===== config.mk =====
export PLATFORM = sky130hd
export DESIGN_NAME = channel_router_i2c_dispatch
export DESIGN_NICKNAME = d
export VERILOG_FILES = /design/src/verilog/router_dispatch_pkg.sv /design/src/verilog/channel_router_i2c_dispatch.sv
export SDC_FILE = /design/constraint.sdc
export NUM_CORES = 1
export LEC_CHECK = 0
export BUFFER_PORTS_ARGS = -buffer_cell sky130_fd_sc_hd__buf_2
export CAP_MARGIN = 0
export CORE_ASPECT_RATIO = 0.8
export CORE_MARGIN = 2
export CORE_UTILIZATION = 25
export CTS_CLUSTER_DIAMETER = 150
export CTS_CLUSTER_SIZE = 25
export DETAILED_ROUTE_END_ITERATION = 6
export PLACE_DENSITY = 0.53
export SKIP_LAST_GASP = 1
export SLEW_MARGIN = 20
export SYNTH_ARGS = -nofsm -noshare
export SYNTH_HDL_FRONTEND = slang
export SYNTH_SLANG_ARGS = --single-unit

===== constraint.sdc =====
create_clock -name mclk_i -period 2.62 [get_ports mclk_i]
set_input_delay 0.131 -clock mclk_i [delete_from_list [all_inputs] [get_ports mclk_i]]
set_output_delay 0.131 -clock mclk_i [all_outputs]
set_load 0.02 [all_outputs]

===== src/verilog/router_dispatch_pkg.sv =====
package router_dispatch_pkg;

    // Application types selected by the stored configuration
    localparam logic [1:0] APP_ROUTER_ONLY  = 2'h0;
    localparam logic [1:0] APP_LEGACY_STD   = 2'h1;
    localparam logic [1:0] APP_LEGACY_WIDE  = 2'h2;

    // Router numbering and slave addresses (write direction, bit 0 low)
    localparam int         NUM_ROUTERS      = 8;
    localparam int         NUM_LINES        = 4;
    localparam logic [2:0] LEGACY_ROUTER    = 3'h7;
    localparam logic [2:0] FIRST_STD_MATRIX = 3'h4;
    localparam logic [7:0] ADDR_EVEN        = 8'hC8;
    localparam logic [7:0] ADDR_ODD         = 8'hCA;

    // Serial clock timing at a 20 MHz system clock
    localparam int         CLK_PERIOD_NS    = 50;
    localparam int         QUARTER_NS       = 2500;
    localparam int         QUARTER_CYC_INT  = (QUARTER_NS + CLK_PERIOD_NS - 1) / CLK_PERIOD_NS;
    localparam logic [7:0] QUARTER_CYC      = 8'(QUARTER_CYC_INT);

    // Frame layout: address byte, then two data bytes
    localparam logic [1:0] LAST_BYTE        = 2'h2;
    localparam logic [2:0] LAST_BIT         = 3'h7;
    localparam logic [1:0] Q_LAST           = 2'h3;

    // Bit engine states, one-hot
    typedef enum logic [4:0] {
        ST_IDLE  = 5'h01,
        ST_START = 5'h02,
        ST_SEND  = 5'h04,
        ST_ACK   = 5'h08,
        ST_STOP  = 5'h10
    } eng_state_t;

endpackage : router_dispatch_pkg

===== src/verilog/channel_router_i2c_dispatch.sv =====
`timescale 1ns/100ps
`default_nettype none
module channel_router_i2c_dispatch (
    input  wire logic       mclk_i,
    input  wire logic       rstn_i,
    // Configuration and fitted options
    input  wire logic [1:0] app_type_i,
    input  wire logic       tx_fitted_i,
    // Control bus pins
    input  wire logic       ctrl_bus_rx_primary_i,
    input  wire logic       ctrl_bus_rx_secondary_i,
    output logic            ctrl_bus_tx_out_o,
    // Receive levels handed to the command decoder
    output logic            rx_primary_o,
    output logic            rx_secondary_o,
    // Reply bit stream from the reply generator
    input  wire logic       reply_bit_i,
    input  wire logic       reply_active_i,
    // Router command request from the decoder
    input  wire logic       req_valid_i,
    input  wire logic       req_from_secondary_i,
    input  wire logic [2:0] req_router_i,
    input  wire logic [7:0] req_data1_i,
    input  wire logic [7:0] req_data2_i,
    output logic            req_ready_o,
    output logic            req_refused_o,
    // Legacy command from the decoder
    input  wire logic       leg_valid_i,
    input  wire logic       leg_from_secondary_i,
    input  wire logic       leg_level_change_i,
    input  wire logic [3:0] leg_bits_i,
    output logic            leg_refused_o,
    // Transfer status
    output logic            busy_o,
    output logic            done_o,
    output logic            nack_o,
    // Serial lines, open drain except lines 2 and 3 as matrix outputs, enables active low
    output logic [3:0]      scl_o,
    output logic [3:0]      scl_oe_n_o,
    output logic [3:0]      sda_o,
    output logic [3:0]      sda_oe_n_o,
    input  wire logic [3:0] sda_i
);

    router_dispatch_pkg::eng_state_t state;
    router_dispatch_pkg::eng_state_t next_state;

    logic [3:0] sda_meta;
    logic [3:0] sda_sync;
    logic [1:0] rx_meta;
    logic [1:0] rx_sync;
    logic [7:0] qcnt;
    logic [1:0] quarter;
    logic       qtick;
    logic [2:0] bit_idx;
    logic [1:0] byte_idx;
    logic [7:0] shifter;
    logic [7:0] data1;
    logic [7:0] data2;
    logic [1:0] line_sel;
    logic       scl_lvl;
    logic       sda_lvl;
    logic       legacy_seen;
    logic       leg_pending;
    logic [3:0] leg_data;
    logic [3:0] matrix;
    logic       matrix_mode;
    logic       req_ok;
    logic       leg_ok;
    logic       start_req;
    logic       start_leg;

    // Slave address of a router: even numbers one, odd the other
    function automatic logic [7:0] router_addr(input logic [2:0] num);
        router_addr = num[0] ? router_dispatch_pkg::ADDR_ODD : router_dispatch_pkg::ADDR_EVEN;
    endfunction : router_addr

    // Is this router reachable as an ordinary router in the current application
    function automatic logic router_allowed(input logic [2:0] num, input logic [1:0] app);
        case (app)
            router_dispatch_pkg::APP_ROUTER_ONLY: router_allowed = 1'b1;
            router_dispatch_pkg::APP_LEGACY_STD:  router_allowed = num < router_dispatch_pkg::FIRST_STD_MATRIX;
            router_dispatch_pkg::APP_LEGACY_WIDE: router_allowed = num != router_dispatch_pkg::LEGACY_ROUTER;
            default:                              router_allowed = 1'b0;
        endcase
    endfunction : router_allowed

    // Pins cross into this clock through two flops; only stage two is read
    always_ff @(posedge mclk_i or negedge rstn_i) begin
        if (!rstn_i) begin
            sda_meta <= 4'hF;
            sda_sync <= 4'hF;
            rx_meta  <= 2'h3;
            rx_sync  <= 2'h3;
        end else begin
            sda_meta <= sda_i;
            sda_sync <= sda_meta;
            rx_meta  <= {ctrl_bus_rx_secondary_i, ctrl_bus_rx_primary_i};
            rx_sync  <= rx_meta;
        end
    end

    // Primary is the default source; secondary only adds to it
    assign rx_primary_o   = rx_sync[0];
    assign rx_secondary_o = rx_sync[1];

    // Replies only leave when the transmit transistor is fitted; line idles high
    always_ff @(posedge mclk_i or negedge rstn_i) begin
        if (!rstn_i) begin
            ctrl_bus_tx_out_o <= 1'b1;
        end else begin
            ctrl_bus_tx_out_o <= (tx_fitted_i && reply_active_i) ? reply_bit_i : 1'b1;
        end
    end

    // Acceptance of requests; router numbers map to filters in rising order
    assign req_ok      = router_allowed(req_router_i, app_type_i);
    assign matrix_mode = app_type_i == router_dispatch_pkg::APP_LEGACY_STD;
    // Legacy from the secondary only for a level change after a primary legacy command
    assign leg_ok      = (app_type_i != router_dispatch_pkg::APP_ROUTER_ONLY)
                         && (!leg_from_secondary_i || (leg_level_change_i && legacy_seen));
    assign start_leg   = state == router_dispatch_pkg::ST_IDLE && leg_pending;
    assign start_req   = state == router_dispatch_pkg::ST_IDLE && !leg_pending && req_valid_i && req_ok;
    assign req_ready_o = state == router_dispatch_pkg::ST_IDLE && !leg_pending;

    // One-cycle refusals; secondary router commands are accepted like primary ones
    always_ff @(posedge mclk_i or negedge rstn_i) begin
        if (!rstn_i) begin
            req_refused_o <= 1'b0;
            leg_refused_o <= 1'b0;
        end else begin
            req_refused_o <= req_valid_i && req_ready_o && !req_ok;
            leg_refused_o <= leg_valid_i && !leg_ok;
        end
    end

    // Legacy memory: a primary legacy command arms the secondary level change
    always_ff @(posedge mclk_i or negedge rstn_i) begin
        if (!rstn_i) begin
            legacy_seen <= 1'b0;
            matrix      <= 4'h0;
            leg_pending <= 1'b0;
            leg_data    <= 4'h0;
        end else begin
            if (leg_valid_i && leg_ok && !leg_from_secondary_i) begin
                legacy_seen <= 1'b1;
            end
            if (leg_valid_i && leg_ok && matrix_mode) begin
                matrix <= leg_bits_i;
            end
            // New legacy event wins over the clear of the pending flag
            if (leg_valid_i && leg_ok && app_type_i == router_dispatch_pkg::APP_LEGACY_WIDE) begin
                leg_pending <= 1'b1;
                leg_data    <= leg_bits_i;
            end else if (start_leg) begin
                leg_pending <= 1'b0;
            end
        end
    end

    // Quarter-period timebase of the serial clock, stopped while idle
    always_ff @(posedge mclk_i or negedge rstn_i) begin
        if (!rstn_i) begin
            qcnt    <= 8'h00;
            quarter <= 2'h0;
        end else if (state == router_dispatch_pkg::ST_IDLE) begin
            qcnt    <= 8'h00;
            quarter <= 2'h0;
        end else if (qtick) begin
            qcnt    <= 8'h00;
            quarter <= quarter + 2'h1;
        end else begin
            qcnt    <= qcnt + 8'h01;
        end
    end
    assign qtick = qcnt == router_dispatch_pkg::QUARTER_CYC - 8'h01;
    localparam logic [1:0] Q_END = router_dispatch_pkg::Q_LAST;

    // Engine sequencing: start, address, two data bytes with acks, stop; a refused ack goes straight to stop
    always_comb begin
        next_state = state;
        unique case (state)
            router_dispatch_pkg::ST_IDLE:  if (start_req || start_leg) next_state = router_dispatch_pkg::ST_START;
            router_dispatch_pkg::ST_START: if (qtick && quarter == Q_END) next_state = router_dispatch_pkg::ST_SEND;
            router_dispatch_pkg::ST_SEND:  if (qtick && quarter == Q_END && bit_idx == router_dispatch_pkg::LAST_BIT)
                                               next_state = router_dispatch_pkg::ST_ACK;
            router_dispatch_pkg::ST_ACK:   if (qtick && quarter == Q_END)
                                               next_state = (nack_o || byte_idx == router_dispatch_pkg::LAST_BYTE)
                                                            ? router_dispatch_pkg::ST_STOP : router_dispatch_pkg::ST_SEND;
            router_dispatch_pkg::ST_STOP:  if (qtick && quarter == Q_END) next_state = router_dispatch_pkg::ST_IDLE;
            default:                       next_state = router_dispatch_pkg::ST_IDLE;
        endcase
    end

    always_ff @(posedge mclk_i or negedge rstn_i) begin
        if (!rstn_i) begin
            state <= router_dispatch_pkg::ST_IDLE;
        end else begin
            state <= next_state;
        end
    end

    // Frame data: address of the selected router first, then the two bytes
    always_ff @(posedge mclk_i or negedge rstn_i) begin
        if (!rstn_i) begin
            shifter  <= 8'h00;
            data1    <= 8'h00;
            data2    <= 8'h00;
            line_sel <= 2'h0;
            bit_idx  <= 3'h0;
            byte_idx <= 2'h0;
        end else if (start_leg) begin
            shifter  <= router_addr(router_dispatch_pkg::LEGACY_ROUTER);
            data1    <= {4'h0, leg_data};
            data2    <= 8'h00;
            line_sel <= router_dispatch_pkg::LEGACY_ROUTER[2:1];
            bit_idx  <= 3'h0;
            byte_idx <= 2'h0;
        end else if (start_req) begin
            shifter  <= router_addr(req_router_i);
            data1    <= req_data1_i;
            data2    <= req_data2_i;
            line_sel <= req_router_i[2:1];
            bit_idx  <= 3'h0;
            byte_idx <= 2'h0;
        end else if (qtick && quarter == Q_END) begin
            if (state == router_dispatch_pkg::ST_SEND) begin
                shifter <= {shifter[6:0], 1'b0};
                bit_idx <= bit_idx + 3'h1;
            end else if (state == router_dispatch_pkg::ST_ACK) begin
                byte_idx <= byte_idx + 2'h1;
                shifter  <= (byte_idx == 2'h0) ? data1 : data2;
            end
        end
    end

    // Line levels per quarter; data only moves while the clock is low
    always_ff @(posedge mclk_i or negedge rstn_i) begin
        if (!rstn_i) begin
            scl_lvl <= 1'b1;
            sda_lvl <= 1'b1;
        end else if (qtick) begin
            unique case (state)
                router_dispatch_pkg::ST_START: begin
                    sda_lvl <= quarter == 2'h0 ? 1'b0 : sda_lvl;
                    scl_lvl <= quarter == 2'h1 ? 1'b0 : scl_lvl;
                end
                router_dispatch_pkg::ST_SEND: begin
                    sda_lvl <= quarter == 2'h0 ? shifter[7] : sda_lvl;
                    scl_lvl <= quarter == 2'h1 || quarter == 2'h2; // High only after data has settled
                end
                router_dispatch_pkg::ST_ACK: begin
                    sda_lvl <= 1'b1; // Released so the router can pull low
                    scl_lvl <= quarter == 2'h1 || quarter == 2'h2;
                end
                router_dispatch_pkg::ST_STOP: begin
                    sda_lvl <= (quarter == 2'h0 || quarter == 2'h1) ? 1'b0 : 1'b1; // Rises a quarter after the clock
                    scl_lvl <= quarter != 2'h0 || scl_lvl;
                end
                default: begin
                    scl_lvl <= 1'b1;
                    sda_lvl <= 1'b1;
                end
            endcase
        end
    end

    // Acknowledge sampled at the end of quarter one, as the clock rises; busy and done for the decoder
    always_ff @(posedge mclk_i or negedge rstn_i) begin
        if (!rstn_i) begin
            nack_o <= 1'b0;
            done_o <= 1'b0;
        end else begin
            if (start_req || start_leg) begin
                nack_o <= 1'b0;
            end else if (state == router_dispatch_pkg::ST_ACK && qtick && quarter == 2'h1) begin
                nack_o <= nack_o | sda_sync[line_sel];
            end
            done_o <= state == router_dispatch_pkg::ST_STOP && qtick && quarter == Q_END;
        end
    end
    assign busy_o = state != router_dispatch_pkg::ST_IDLE;

    // Pin muxing: only the selected line toggles; lines 2 and 3 become matrix outputs in the standard legacy application
    always_comb begin
        for (int i = 0; i < router_dispatch_pkg::NUM_LINES; i++) begin
            scl_o[i]      = 1'b0;
            sda_o[i]      = 1'b0;
            scl_oe_n_o[i] = !(busy_o && line_sel == 2'(i) && !scl_lvl);
            sda_oe_n_o[i] = !(busy_o && line_sel == 2'(i) && !sda_lvl);
        end
        if (matrix_mode) begin
            scl_o[2]      = matrix[0];
            sda_o[2]      = matrix[1];
            scl_o[3]      = matrix[2];
            sda_o[3]      = matrix[3];
            scl_oe_n_o[3:2] = 2'h0;
            sda_oe_n_o[3:2] = 2'h0;
        end
    end

endmodule : channel_router_i2c_dispatch
`default_nettype wire


==> impl_results.html <==
<table>
<tr><th>Metric</th><th>Value</th></tr>
<tr><th colspan="2">Global route</th></tr>
<tr><td>GRT busiest layer</td><td>met2</td></tr>
<tr><td>Global-route wire length before repair</td><td>14500 um</td></tr>
<tr><td>Number of antenna violations at the first check in global routing</td><td>0</td></tr>
<tr><td>Global-route congestion overflow total</td><td>0</td></tr>
<tr><td>Maximum number of pins on one net before global-route repair</td><td>76</td></tr>
<tr><td>Met1 Resource Use GR</td><td>15.9%</td></tr>
<tr><td>Global routing usage summed across all routing layers</td><td>11.5%</td></tr>
<tr><td>Vias in the first global route</td><td>2933</td></tr>
<tr><td>GR met2 Demand/Resource</td><td>17.7%</td></tr>
<tr><td>Global-route met3 utilization</td><td>2.45%</td></tr>
<tr><th colspan="2">Yosys</th></tr>
<tr><td>Number of warnings reported in the yosys synthesis log</td><td>0</td></tr>
<tr><td>Most frequently used flop master after synthesis</td><td>sky130_fd_sc_hd__dfrtp_1</td></tr>
<tr><td>Async set-or-reset flop fraction in the synthesized netlist</td><td>100%</td></tr>
<tr><td>Number of enable flip-flop cells after synthesis</td><td>0</td></tr>
<tr><td>Number of register bits inferred by synthesis</td><td>75</td></tr>
<tr><td>Netlist area before placement</td><td>3620 um^2</td></tr>
<tr><td>Number of distinct library cell variants in the gate-level netlist after synthesis</td><td>53</td></tr>
<tr><td>Portion of the post-synthesis area used by sequential elements</td><td>52.3%</td></tr>
<tr><td>Mean area per synthesized cell</td><td>10.4 um^2</td></tr>
<tr><td>Number of cells produced by synthesis</td><td>350</td></tr>
<tr><th colspan="2">STA</th></tr>
<tr><td>Worst-Margin Slew</td><td>0.975 ns</td></tr>
<tr><td>Final worst path period need</td><td>2.27 ns</td></tr>
<tr><td>Clk_skew</td><td>0.00723 ns</td></tr>
<tr><td>Total negative slack for setup checks</td><td>0 ns</td></tr>
<tr><td>Final hold viol count</td><td>0</td></tr>
<tr><td>Setup repair after global routing missed its margin</td><td>no</td></tr>
<tr><td>Share of the cycle needed by the critical path after routing</td><td>86.6%</td></tr>
<tr><td>Final setup violation count</td><td>0</td></tr>
<tr><td>Number of slew-limit violations in the final report</td><td>0</td></tr>
<tr><td>Headroom to the max-slew limit</td><td>35.0%</td></tr>
<tr><td>F_max</td><td>0.441 GHz</td></tr>
<tr><th colspan="2">Layout</th></tr>
<tr><td>Post-route core utilization</td><td>32.1%</td></tr>
<tr><td>Final-stage net count</td><td>477</td></tr>
<tr><td>Most used cells in the layout excluding fill and tap cells</td><td>sky130_fd_sc_hd__dfrtp_1 (59), sky130_fd_sc_hd__buf_2 (59), sky130_fd_sc_hd__nand2_1 (49)</td></tr>
<tr><td>Antenna diode count</td><td>0</td></tr>
<tr><td>Fillers</td><td>1447</td></tr>
<tr><td>Footprint of the flip-flops and latches</td><td>1900 um^2</td></tr>
<tr><td>Share of layout cells above drive strength 1</td><td>27.1%</td></tr>
<tr><td>Final std cell area, no fill</td><td>4560 um^2</td></tr>
<tr><td>Area occupied by multi-input gates</td><td>1590 um^2</td></tr>
<tr><td>Layout Area Growth over Synthesis</td><td>25.8%</td></tr>
<tr><th colspan="2">Hold path</th></tr>
<tr><td>Hold/Removal Path Class</td><td>in -&gt; reg</td></tr>
<tr><th colspan="2">Clock tree</th></tr>
<tr><td>Number of clock buffers inserted by TritonCTS</td><td>9</td></tr>
<tr><td>Gates resized, CTS repair</td><td>0</td></tr>
<tr><td>Maximum root-to-sink buffer count</td><td>2</td></tr>
<tr><td>Total clock sinks</td><td>75</td></tr>
<tr><td>Number of buffers added for setup after CTS</td><td>0</td></tr>
<tr><td>Worst-skew pair later-pin latency</td><td>0.34 ns</td></tr>
<tr><td>CTS tree</td><td>done</td></tr>
<tr><td>Clock-pin transition on the worst setup and hold timing paths</td><td>0.06 ns</td></tr>
<tr><td>Root Driver</td><td>sky130_fd_sc_hd__clkbuf_16</td></tr>
<tr><td>CTS H-tree lvls</td><td>3</td></tr>
<tr><th colspan="2">Setup path</th></tr>
<tr><td>CP Max Fanout</td><td>15</td></tr>
<tr><td>Critical path launch point type</td><td>register</td></tr>
<tr><td>Worst Path Class, Setup</td><td>reg -&gt; reg</td></tr>
<tr><td>Arr. time, crit path</td><td>2.48 ns</td></tr>
<tr><td>Critical Path End Type</td><td>register</td></tr>
<tr><td>Req. time, crit path</td><td>2.83 ns</td></tr>
<tr><th colspan="2">Outcome</th></tr>
<tr><td>Result of the run</td><td>finished, final reports clean</td></tr>
<tr><th colspan="2">Floorplan</th></tr>
<tr><td>Effective utilization at floorplan</td><td>25.5%</td></tr>
<tr><td>Top Ports</td><td>66</td></tr>
<tr><td>Die span in y</td><td>112 um</td></tr>
<tr><td>Width of the die</td><td>139 um</td></tr>
<tr><td>Row count</td><td>39</td></tr>
<tr><td>Overall die area</td><td>15500 um^2</td></tr>
<tr><td>Floorplan core area</td><td>14200 um^2</td></tr>
<tr><th colspan="2">Detailed routing</th></tr>
<tr><td>Total number of vias</td><td>2771</td></tr>
<tr><td>Remaining design rule violation count</td><td>0</td></tr>
<tr><td>Antenna Nets Post-Route</td><td>0</td></tr>
<tr><td>Iteration-0 DRC Markers</td><td>103</td></tr>
<tr><td>Post-DR vias/cell</td><td>4.50</td></tr>
<tr><td>DR WL/cell</td><td>13.6 um</td></tr>
<tr><td>DR pass1 iterations</td><td>5</td></tr>
<tr><td>Overall routed net length</td><td>8400 um</td></tr>
<tr><th colspan="2">Pwr</th></tr>
<tr><td>Peak supply drop</td><td>0.308 mV</td></tr>
<tr><td>Cell leakage power</td><td>2.10 nW</td></tr>
<tr><td>PD cells</td><td>939 nW/um^2</td></tr>
<tr><th colspan="2">Placed design</th></tr>
<tr><td>Number of buffers inserted by port buffering</td><td>60</td></tr>
<tr><td>DPL Wire Length</td><td>5920 um</td></tr>
<tr><td>Gpl congestion</td><td>0.835</td></tr>
<tr><td>Placed standard-cell area</td><td>4100 um^2</td></tr>
<tr><th colspan="2">Run</th></tr>
<tr><td>Total of max-cap violations</td><td>0</td></tr>
</table>
==> critical path, stage by stage (launching register included) <==
cell                       delay [ns]
sky130_fd_sc_hd__dfrtp_1         0.45
sky130_fd_sc_hd__or3_4           0.42
sky130_fd_sc_hd__nor3b_4         0.22
sky130_fd_sc_hd__inv_2           0.16
sky130_fd_sc_hd__or3_1           0.61
sky130_fd_sc_hd__o211ai_1        0.19
sky130_fd_sc_hd__a31oi_1         0.10
==> what timing repair did <==
item / CTS / global route
hold buffers: 17 / 0
endpoints found under the hold margin: 49 / 0
setup endpoints to repair: 0 / 0
==> layer usage <==
metal	up-vias	part of all wire [%]	wire (um)
met5	-	0	0
met4	0	1.7	140
met3	14	4.1	345
met2	65	45	3740
met1	1324	50	4170
li1	1368	-	-
==> worst paths after layout <==
kind	from	endpoint	slack [ns]	depth (start not counted)
max	state[3]	shifter[1]	0.35	6
min	req_data2_i[3]	data2[3]	0.01	3
max reg2reg	state[3]	shifter[1]	0.35	6
min reg2reg	sda_meta[2]	sda_sync[2]	0.36	0
max in group asynchronous	rstn_i	data1[1]	1.49	2
min in group asynchronous	rstn_i	req_refused_o	0.51	2
==> cell usage after synthesis (5+ instances only) <==
cell type | instances | area, um^2
sky130_fd_sc_hd__xor2_1 | 6 | 52.6
sky130_fd_sc_hd__and3_1 | 8 | 50.1
sky130_fd_sc_hd__o21ai_0 | 7 | 35.0
sky130_fd_sc_hd__xnor2_1 | 5 | 43.8
sky130_fd_sc_hd__mux2_2 | 9 | 101
sky130_fd_sc_hd__dfstp_2 | 16 | 420
sky130_fd_sc_hd__nor2_1 | 33 | 124
sky130_fd_sc_hd__a21oi_1 | 16 | 80.1
sky130_fd_sc_hd__a211o_1 | 6 | 52.6
sky130_fd_sc_hd__and2_1 | 5 | 31.3
sky130_fd_sc_hd__nand3_1 | 22 | 110
sky130_fd_sc_hd__ha_1 | 9 | 113
sky130_fd_sc_hd__clkbuf_1 | 9 | 33.8
sky130_fd_sc_hd__mux2i_1 | 11 | 110
sky130_fd_sc_hd__dfrtp_1 | 59 | 1480
sky130_fd_sc_hd__inv_1 | 7 | 26.3
sky130_fd_sc_hd__nand2_1 | 49 | 184
==> registers in the layout, summed over array words and instances (netlist names), 3 cells and up <==
register  count
matrix        4
qcnt          8
sda_sync      4
data1         8
shifter       8
leg_data      4
data2         8
sda_meta      4
bit_idx       3
state         5
==> cell families after synthesis <==
logic type / count (synthesis) / synth area share, %
compound gates: 61 / 11.8
xor+xnor: 11 / 2.66
fa+ha+maj: 9 / 3.11
buf+inv: 29 / 4.14
flops: 75 / 52.3
mux: 21 / 6.46
other cells: 1 / 0.103
simple gates: 143 / 19.4
==> where the power goes <==
group	total (W)	internal (W)	switching [W]
Combinational	0.00140	0.000592	0.000805
Clock	0.00119	0.000720	0.000466
Sequential	0.00170	0.00145	0.000248
==> through the flow <==
step                      total power, W  hold slack, ns  setup WS (ns)  cells
after floorplan                  0.00268          -0.165          0.512    353
after global placement           0.00306           0.237          0.381    583
after detailed placement         0.00309           0.237          0.382    583
after CTS                        0.00432          0.0139          0.363    616
after global routing             0.00459          0.0297          0.148    616
final                            0.00428          0.0117          0.351    616
==> layout make-up <==
| cell class | instances | share of cell area [%] |
|---|---|---|
| clock inverters | 4 | 0.467 |
| inverters | 8 | 0.659 |
| repair buffers | 84 | 11.5 |
| well taps | 184 | 5.05 |
| flip-flops and latches | 75 | 41.6 |
| clock buffers | 12 | 5.87 |
| multi-input cells | 249 | 34.8 |
Note: power is estimated with default switching activity, not from simulation.
